<file path="src/core/mmef_params.svh">
// constants for the monitor message error flag block
`ifndef MMEF_PARAMS_SVH
`define MMEF_PARAMS_SVH
// ------------------------------------------------------------
// clock and timing
// ------------------------------------------------------------
`define MMEF_CLK_MHZ          50
`define MMEF_RESP_MIN_NS      4000
`define MMEF_RESP_MIN_CYC     (((`MMEF_RESP_MIN_NS*`MMEF_CLK_MHZ)+999)/1000)
`define MMEF_CONTIG_MAX_NS    3000
`define MMEF_CONTIG_MAX_CYC   ((`MMEF_CONTIG_MAX_NS*`MMEF_CLK_MHZ)/1000)
`define MMEF_GAP_MAX          9'h1FF
// ------------------------------------------------------------
// register offsets
// ------------------------------------------------------------
`define MMEF_OFS_CFG          8'h00
`define MMEF_OFS_LAST         8'h04
`define MMEF_OFS_IRQ_STAT     8'h08
`define MMEF_OFS_IRQ_CLR      8'h0C
`define MMEF_OFS_IRQ_EN       8'h10
// ------------------------------------------------------------
// field positions
// ------------------------------------------------------------
`define MMEF_CFG_GAP_BIT      12
`define MMEF_ST_WORD_BIT      3
`define MMEF_ST_GSA_BIT       2
`define MMEF_ST_CW2_BIT       1
`define MMEF_ST_CONT_BIT      0
`define MMEF_ST_GOOD_BIT      8
`define MMEF_ST_PAIR_BIT      11
`define MMEF_IRQ_DONE_BIT     0
`define MMEF_IRQ_ERR_BIT      1
// ------------------------------------------------------------
// command word fields and codes
// ------------------------------------------------------------
`define MMEF_BCAST_ADDR       5'h1F
`define MMEF_SA_MODE_LO       5'h00
`define MMEF_SA_MODE_HI       5'h1F
// ------------------------------------------------------------
// reset values
// ------------------------------------------------------------
`define MMEF_RST_CFG          1'h0
`define MMEF_RST_IRQ          2'h0
`endif

</file>
<file path="src/core/mmef_pkg.sv">
// types for the monitor message error flag block
package mmef_pkg;
  // ------------------------------------------------------------
  // decoded word from the bus receiver
  // ------------------------------------------------------------
  typedef struct packed {
    logic        cmd_sync;   // command/status sync seen
    logic        sync_err;   // sync pattern invalid
    logic        manch_err;  // manchester error in sync or bits
    logic        bitcnt_err; // wrong number of bits
    logic        par_err;    // parity error
    logic [15:0] data;       // word contents
  } mmef_word_t;

  // command word layout
  typedef struct packed {
    logic [4:0] addr;
    logic       tx;
    logic [4:0] sa;
    logic [4:0] wc;
  } mmef_cmd_t;

  // message tracking states, gray along idle-cmd1-body
  typedef enum logic [1:0] {
    MMEF_IDLE = 2'b00,
    MMEF_CMD1 = 2'b01,
    MMEF_BODY = 2'b11
  } mmef_state_t;

  // register port request
  typedef struct packed {
    logic        wr;
    logic        rd;
    logic [7:0]  addr;
    logic [15:0] wdata;
  } mmef_req_t;

  // whole state of the block
  typedef struct packed {
    mmef_state_t st;
    logic [8:0]  gap_cnt;   // cycles since last mid-parity
    logic [8:0]  gap_lat;   // response time of current word
    logic [15:0] cmd1;
    logic [15:0] cmd2;
    logic        is_pair;
    logic [1:0]  n_stat;
    logic [3:0]  flags;
    logic [15:0] last;
    logic        done;
    logic        cfg_gap;
    logic [1:0]  irq_stat;
    logic [1:0]  irq_en;
    logic [15:0] rdata;
  } mmef_regs_t;
endpackage : mmef_pkg

</file>
<file path="src/core/mmef_core.sv">
// monitor message error flag classifier with register port
//
// Implementation choices: the plain strobed port and the register addresses.
`timescale 1ns/1ps
`include "mmef_params.svh"

// Overview of operation
// - bad manchester, bit count, parity sets word flag
// - gap check on, rt pair status response under 4us
// - rt pair status word invalid sets gsa flag
// - rt pair status address mismatch sets gsa
// - second word flag only for rt pairs
// - second command receive bit sets cw2 flag
// - second command mode subaddress sets cw2 flag
// - second command same address sets cw2 flag
// - second command sync error sets cw2 flag
// - broadcast transmit non-mode command is content error
// - receive mode code 0..15 is content error
// - broadcast transmit mode code 0..15 content error
// - two contiguous commands mark rt pair message
// - good block only for error-free messages
module mmef_core (
  // clock and reset
  input  wire logic               i_clk,
  input  wire logic               i_rstn,
  // decoded bus words
  input  wire logic               i_word_vld,
  input  wire mmef_pkg::mmef_word_t i_word,
  input  wire logic               i_sync_det,
  input  wire logic               i_msg_end,
  // register port
  input  wire logic               i_reg_wr,
  input  wire logic               i_reg_rd,
  input  wire logic [7:0]         i_reg_addr,
  input  wire logic [15:0]        i_reg_wdata,
  output logic      [15:0]        o_reg_rdata,
  // message results
  output logic                    o_msg_done,
  output logic      [15:0]        o_msg_status,
  output logic                    o_irq
);

  // ------------------------------------------------------------
  // state and helpers
  // ------------------------------------------------------------
  mmef_pkg::mmef_regs_t r;        // registered state
  mmef_pkg::mmef_regs_t n;        // next state
  mmef_pkg::mmef_req_t  req;      // bundled register port request
  mmef_pkg::mmef_cmd_t  wc;       // current word as command
  mmef_pkg::mmef_cmd_t  c1;       // first command
  mmef_pkg::mmef_cmd_t  c2;       // second command
  logic                 w_bad;    // invalid word
  logic                 w_cont;   // content error in word
  logic                 w_mode;   // mode command
  logic                 contig;   // word follows without gap
  logic [1:0]           irq_set;  // events this cycle

  assign req = '{wr: i_reg_wr, rd: i_reg_rd, addr: i_reg_addr,
                 wdata: i_reg_wdata};
  assign wc  = mmef_pkg::mmef_cmd_t'(i_word.data);
  assign c1  = mmef_pkg::mmef_cmd_t'(r.cmd1);
  assign c2  = mmef_pkg::mmef_cmd_t'(r.cmd2);

  // invalid word: manchester, bit count or parity
  assign w_bad = i_word.manch_err | i_word.bitcnt_err
               | i_word.par_err;
  assign w_mode = (wc.sa == `MMEF_SA_MODE_LO)
                | (wc.sa == `MMEF_SA_MODE_HI);
  // content checks on any command word
  assign w_cont =
      ((wc.addr == `MMEF_BCAST_ADDR) & wc.tx & ~w_mode)
    | (~wc.tx & w_mode & ~wc.wc[4])
    | ((wc.addr == `MMEF_BCAST_ADDR) & wc.tx & w_mode
       & ~wc.wc[4]);
  // contiguous means the sync came within the no-gap bound
  assign contig = (r.gap_lat <= 9'(`MMEF_CONTIG_MAX_CYC));

  // ------------------------------------------------------------
  // next-state logic
  // ------------------------------------------------------------
  always_comb begin
    n       = r;
    n.done  = 1'b0;
    n.rdata = 16'h0000;
    irq_set = 2'h0;

    // response timer, one at each word's mid-parity so the latched
    // value is the whole mid-parity to mid-sync count, not one short
    if (i_word_vld) begin
      n.gap_cnt = 9'h001;
    end else if (r.gap_cnt != `MMEF_GAP_MAX) begin
      n.gap_cnt = r.gap_cnt + 9'h001;
    end
    // latch mid-parity to mid-sync time of the next word
    if (i_sync_det) begin
      n.gap_lat = r.gap_cnt;
    end

    case (r.st)
      // idle bus: a clean command word opens a message
      mmef_pkg::MMEF_IDLE: begin
        if (i_word_vld & i_word.cmd_sync & ~w_bad
            & ~i_word.sync_err) begin
          n.flags  = 4'h0;
          n.is_pair = 1'b0;
          n.n_stat = 2'h0;
          n.cmd1   = i_word.data;
          n.flags[`MMEF_ST_CONT_BIT] = w_cont;
          n.st     = mmef_pkg::MMEF_CMD1;
        end
      end
      // one command seen: a contiguous command makes a pair
      mmef_pkg::MMEF_CMD1: begin
        if (i_word_vld) begin
          n.st = mmef_pkg::MMEF_BODY;
          if (contig & (i_word.cmd_sync | i_word.sync_err)) begin
            n.is_pair = 1'b1;
            n.cmd2  = i_word.data;
            n.flags[`MMEF_ST_WORD_BIT] = r.flags[3] | w_bad;
            n.flags[`MMEF_ST_CONT_BIT] = r.flags[0] | w_cont;
            // cw2 checks only ever run on this path
            if (~wc.tx | w_mode | (wc.addr == c1.addr)
                | i_word.sync_err) begin
              n.flags[`MMEF_ST_CW2_BIT] = 1'b1;
            end
          end else begin
            n.flags[`MMEF_ST_WORD_BIT] = r.flags[3] | w_bad;
          end
        end
      end
      // data and status words
      mmef_pkg::MMEF_BODY: begin
        if (i_word_vld) begin
          n.flags[`MMEF_ST_WORD_BIT] = r.flags[3] | w_bad;
          if (i_word.cmd_sync | i_word.sync_err) begin
            n.n_stat = (r.n_stat == 2'h3) ? r.n_stat
                                          : r.n_stat + 2'h1;
            if (r.is_pair) begin
              // short response, only with gap check enabled
              if (r.cfg_gap & i_word.cmd_sync
                  & (r.gap_lat < 9'(`MMEF_RESP_MIN_CYC))) begin
                n.flags[`MMEF_ST_GSA_BIT] = 1'b1;
              end
              // damaged status word from either terminal
              if (w_bad | i_word.sync_err) begin
                n.flags[`MMEF_ST_GSA_BIT] = 1'b1;
              end
              // transmitter answers first, then receiver
              if ((r.n_stat == 2'h0) & (wc.addr != c2.addr)) begin
                n.flags[`MMEF_ST_GSA_BIT] = 1'b1;
              end
              if ((r.n_stat == 2'h1) & (wc.addr != c1.addr)) begin
                n.flags[`MMEF_ST_GSA_BIT] = 1'b1;
              end
            end
          end
        end
      end
      default: begin
        n.st = mmef_pkg::MMEF_IDLE;
      end
    endcase

    // message completion stores the accumulated flags
    if (i_msg_end & (r.st != mmef_pkg::MMEF_IDLE)) begin
      n.last = 16'h0000;
      n.last[3:0] = n.flags;
      n.last[`MMEF_ST_PAIR_BIT] = n.is_pair;
      n.last[`MMEF_ST_GOOD_BIT] = (n.flags == 4'h0);
      n.done = 1'b1;
      n.st   = mmef_pkg::MMEF_IDLE;
      irq_set[`MMEF_IRQ_DONE_BIT] = 1'b1;
      irq_set[`MMEF_IRQ_ERR_BIT]  = (n.flags != 4'h0);
    end

    // register writes
    if (req.wr) begin
      case (req.addr)
        `MMEF_OFS_CFG:     n.cfg_gap = req.wdata[`MMEF_CFG_GAP_BIT];
        `MMEF_OFS_IRQ_EN:  n.irq_en  = req.wdata[1:0];
        default:           n.cfg_gap = n.cfg_gap;
      endcase
    end
    // sticky status: a new event wins over a clear
    n.irq_stat = r.irq_stat;
    if (req.wr & (req.addr == `MMEF_OFS_IRQ_CLR)) begin
      n.irq_stat = r.irq_stat & ~req.wdata[1:0];
    end
    n.irq_stat = n.irq_stat | irq_set;

    // register reads, data valid one cycle later only
    if (req.rd) begin
      case (req.addr)
        `MMEF_OFS_CFG:      n.rdata[`MMEF_CFG_GAP_BIT] = r.cfg_gap;
        `MMEF_OFS_LAST:     n.rdata = r.last;
        `MMEF_OFS_IRQ_STAT: n.rdata = {14'h0000, r.irq_stat};
        `MMEF_OFS_IRQ_EN:   n.rdata = {14'h0000, r.irq_en};
        default:            n.rdata = 16'h0000;
      endcase
    end
  end

  // ------------------------------------------------------------
  // state register
  // ------------------------------------------------------------
  always_ff @(posedge i_clk or negedge i_rstn) begin
    if (!i_rstn) begin
      r          <= '0;
      r.st       <= mmef_pkg::MMEF_IDLE;
      r.gap_cnt  <= `MMEF_GAP_MAX;
      r.gap_lat  <= `MMEF_GAP_MAX;
      r.cfg_gap  <= `MMEF_RST_CFG;
      r.irq_stat <= `MMEF_RST_IRQ;
      r.irq_en   <= `MMEF_RST_IRQ;
    end else begin
      r <= n;
    end
  end

  // ------------------------------------------------------------
  // outputs
  // ------------------------------------------------------------
  assign o_reg_rdata  = r.rdata;
  assign o_msg_done   = r.done;
  assign o_msg_status = r.last;
  assign o_irq        = |(r.irq_stat & r.irq_en);
endmodule : mmef_core

</file>
<file path="config.mk">
export PLATFORM = sky130hd
export DESIGN_NAME = mmef_core
export DESIGN_NICKNAME = d
export VERILOG_FILES = /design/src/core/mmef_pkg.sv /design/src/core/mmef_core.sv
export VERILOG_INCLUDE_DIRS = /design/src /design/src/core
export SDC_FILE = /design/constraint.sdc
export NUM_CORES = 1
export LEC_CHECK = 0
export BUFFER_PORTS_ARGS = -buffer_cell sky130_fd_sc_hd__buf_2
export CAP_MARGIN = 30
export CORE_ASPECT_RATIO = 0.9
export CORE_MARGIN = 1.5
export CORE_UTILIZATION = 30
export CTS_CLUSTER_DIAMETER = 50
export DETAILED_ROUTE_END_ITERATION = 7
export GPL_TIMING_DRIVEN = 1
export PLACE_DENSITY = 0.62
export SYNTH_ARGS = -nofsm -noshare
export SYNTH_HDL_FRONTEND = slang
export SYNTH_SLANG_ARGS = --single-unit
</file>
<file path="constraint.sdc">
create_clock -name i_clk -period 2 [get_ports i_clk]
set_input_delay 0.5 -clock i_clk [delete_from_list [all_inputs] [get_ports i_clk]]
set_output_delay 0.5 -clock i_clk [all_outputs]
set_load 0.1 [all_outputs]
</file>
### Word level (Yosys, flattened, before mapping)

Index checks and enable logic that the tools add are counted.

| storage, ports and cells | value |
|---|---|
| register bits after elaboration | 87 |
| bits in latches | 0 |
| RAM bits | 0 |
| ROM bits | 0 |
| output and inout port bits | 34 |
| word-level logic and storage cells | 125 |
| memories | 0 |

| cells by class | value |
|---|---|
| $add $sub $neg | 2 |
| $mul | 0 |
| div/mod/pow operators | 0 |
| $lt $le $gt $ge | 2 |
| equal/unequal tests | 21 |
| shift-type cells | 0 |
| multiplexer cells | 33 |
| bitwise logic cells | 37 |
| reductions and logical operators | 16 |

Operators by type and width:

| cell | number |
|---|---|
| 12-bit one-hot mux with 3 select lines | 1 |
| 2-bit two-way mux | 9 |
| 9-bit two-way mux | 2 |
| 1-bit AND | 16 |
| 8-bit by 4-bit == test with 1-bit output, second input constant | 2 |
| 13-bit two-way mux | 1 |
| 1-bit two-way mux | 12 |
| 1-bit bitwise OR | 12 |
| 5-bit == test, second input constant | 2 |
| 2-bit inequality test, second input constant | 5 |
| 5-bit inequality test | 2 |
| 9-bit by 1-bit adder with 9-bit output, second input constant | 1 |
| 9-bit by 8-bit <= comparator with 1-bit output, second input constant | 1 |
| 9-bit by 8-bit < comparator with 1-bit output, second input constant | 1 |
| 9-bit inequality test, second input constant | 1 |
| 8-bit by 3-bit == test with 1-bit output, second input constant | 1 |
| 8-bit by 5-bit == test with 1-bit output, second input constant | 1 |
| 8-bit zero test | 1 |
| 2-bit one-hot mux with 2 select lines | 2 |
| 7-bit two-way mux | 1 |
| 3-bit inequality test, second input constant | 2 |
| 2-bit one-hot mux with 3 select lines | 1 |
| 2-bit AND reduction | 3 |
| 3-bit AND reduction | 2 |
| other kinds (18) | 29 |

### Depth between registers and ports, before layout

| logic depth | value |
|---|---|
| depth after elaboration | 13 |
| gate-level depth with buffers | 9 |
| gate-level depth less buffers | 8 |

### Least setup slack after synthesis

Ideal clock, no wire load.

| timing | value |
|---|---|
| path kind | input port to flip-flop |
| start | in i_reg_addr[7] |
| end | reg r[19] in the netlist's numbering |
| arrival time | 1.964 ns |
| slack | -0.090 ns |
| stages on the path | 6 |
| buffers on the path | 0 |
| cell sequence | or4_4 -> nor2_4 -> and2_4 -> a41oi_2 -> or3_1 -> o32a_1 |

RTL lines:

| what | RTL line | text |
|---|---|---|
| start, declared | mmef_core.sv:34 | `input wire logic [7:0] i_reg_addr,` |
| end signal, assigned | mmef_core.sv:216 | `r <= n;` |
| end, declared | mmef_core.sv:46 | `mmef_pkg::mmef_regs_t r;` |

==> out/qor.yml <==
grt_usage: 0.116
yosys-top-cells-count: "38 x dfrtp_1, 32 x buf_4, 29 x nand2_1, 22 x mux2_2, 22 x nor2_1"
synth.avg_cell_area_um2: 10.6
hold_viol_final: 0
fin_util: 0.373
portBuffers: 49
first_pass_iters: 4
grt_max_degree: 57
hpwl_mm: 4.82
r2r_cells: 8
path_buf_inv: 1
yosys.area.top_type: "dfrtp_1"
synth_enable_flop_cells: 0
dp.cells: 485
worstReg2RegEnd: "r[19]"
min_path_type: "in2async"
grt-ovfl-total: 0
leakagePower_nw: 1.75
ys_ff_latch: 56
clkSinkCount: 56
async_reset_ff_frac: 1.00
drive_gt1_frac: 0.414
cts.clk_slew.worst_paths_ns: 0.08
drv_slew: 0
clkLatencyLatePin_ns: 0.29
yosysSeqAreaShare: 0.457
drt_iter0_markers: 68
htree_levels: 2
setup_viol: 0
synth_area_leaders: "dfrtp_1 31%, dfstp_2 15%, mux2_2 8.0%, buf_4 7.7%, ha_1 3.6%"
syn_inst: 294
dr_total_vias: 2223
wire_per_inst_um: 12.7
worst_path_dominant_cell_family: "simple AND/OR/NAND/NOR gates"
clock-skew-final_ns: 0.00621
fill_cells: 999
antenna_found_initial: 0
ys.flop_type: "dfrtp_1"
yosysWarnings: 0
die_w_um: 110
cts_made_buffers: 5
dpl_cell_area_um2: 3570
netlist_area_um2: 3120
io_pins: 86
synth_cell_types: 59
reg2reg_setup_slack_ns: 0.08
coreArea_um2: 10200
critical_path_class: "in2reg"
ir_drop_mv: 0.963
layout.cells.non_filler: 496
rows: 35
worstPathMaxFanout: 2
detail-route-antenna-nets: 0
min_period_ns: 1.94
slowest_delay_ns: 0.54
yosysMostFrequentCell: "dfrtp_1"
wirelength_mm: 6.28
tns_ns: 0
start_util: 0.307
crit_path_end_kind: "flop"
rsz0062_at_grt: "false"
worst_setup_path_start_kind: "input pin"
outcome: "finished clean"
drc: 0
cellPowerDensity_nw_per_um2: 1150
viasPerCell: 4.48
gp_congestion: 0.790
antenna_cells: 0
synth_top_area_share: 0.305
cp_cell_sequence: "buf_2, or4_4, nor2_4, and2_4, a41oi_2, or3_1, o32a_1"
fin_area_um2: 3780
cts_tree: "yes"
die_area_um2: 11000
max_freq_mhz: 517
root_buffer: "clkbuf_16"
regToRegStartpoint: "r[95]"
whs_ns: 0.189
die_h_um: 99.7
timing.max_cap.violations: 0
area_growth_pct: 21.5
arrival_ns: 2.12
grt_pass1_wl_mm: 10.6
nets: 427
first_global_vias: 2172
clockBufferDepth: 2
critPathRequiredTime_ns: 2.18
period_share: 0.968
cpMaxStageDelayCell: "or4_4"
==> cell type report <==
type / count / area [um^2] / share of cell area
Multi-Input combinational cell: 205 / 1450 / 0.383
Sequential cell: 56 / 1420 / 0.376
Clock buffer: 5 / 125 / 0.0331
Clock inverter: 3 / 47.5 / 0.0126
Tap cell: 129 / 161 / 0.0426
Timing Repair Buffer: 85 / 528 / 0.140
Inverter: 13 / 48.8 / 0.0129
==> where the power goes <==
part / internal, mW / total (mW) / switching, mW
Clock: 0.596 / 1.01 / 0.417
Combinational: 0.641 / 1.81 / 1.17
Sequential: 1.37 / 1.52 / 0.154
==> placed cells by master, fill, tap and decap left out, types with 2 or more instances in the layout <==
master,count
and2_1,5
o31ai_2,2
nand2_2,2
xor2_1,6
nand4b_1,2
dfrtp_1,38
clkinv_4,2
o21a_1,2
nor2_1,21
buf_2,49
xnor2_1,9
ha_1,7
conb_1,19
mux2i_1,3
inv_1,12
nand3_1,4
nor4_1,3
buf_4,35
nor2_2,2
clkbuf_16,5
a21o_1,2
o21ai_0,7
dfstp_2,18
ha_2,2
nand2_1,28
a31oi_1,5
a22oi_1,2
nor2b_1,4
mux2_2,22
or3_1,4
nor3_1,3
a21oi_1,6
nor3b_1,2
nand4_1,5
==> stage by stage <==
stage               total power, mW  setup WS (ns)
floorplan                      2.90        -0.0901
global placement               3.27         -0.223
detailed placement             3.29         -0.281
CTS                            4.36        0.00566
global route                   4.59         0.0143
finish                         4.34         0.0640
==> registers in the layout (all words and copies together), names as in the netlist <==
name,cells
c1,5
c2,5
o_msg_done,1
o_msg_status,6
o_reg_rdata,7
r,32
==> repair_timing <==
item	CTS	global route
cloned	0	0
pin swaps	0	4
buffers inserted	2	1
hold buffers	0	0
endpoints found under the setup margin	1	1
gates resized for setup	2	4
==> cells by family after synthesis <==
group,Yosys count,synth area share
adder cells (fa/ha/maj),9,0.0361
AO/OA/AOI/OAI,42,0.103
AND/OR/NAND/NOR,95,0.165
multiplexers,25,0.0892
other,1,0.00120
XOR/XNOR,15,0.0422
buffers and inverters,51,0.106
flip-flops,56,0.457
==> worst reg2reg max path, stage by stage (launching register included) <==
cell,delay [ns]
dfrtp_1,0.40
inv_1,0.10
ha_2,0.23
nor2_2,0.14
a221oi_1,0.07
o31ai_2,0.10
a21oi_1,0.11
or3_1,0.38
o32a_1,0.29
==> layer usage <==
metal  routed length, um  global-route usage  up-vias
met5                   0                   0        -
met4                  41              0.0207        0
met3                 267              0.0280        4
met2                2840               0.186       55
met1                3130               0.163     1051
li1                    -                   -     1113
==> worst max-delay path by stage <==
stage / startpoint / endpoint / cells past startpoint
4_1_cts: r[95] / r[19] / 8
2_1_floorplan: i_reg_addr[7] / r[19] / 6
3_3_place_gp: i_word[17] / r[19] / 7
6_report: i_reg_addr[7] / r[19] / 7
5_1_grt: i_reg_addr[7] / r[19] / 7
3_5_place_dp: i_word[8] / r[19] / 7
No activity file was read; power rests on OpenSTA's default activity.
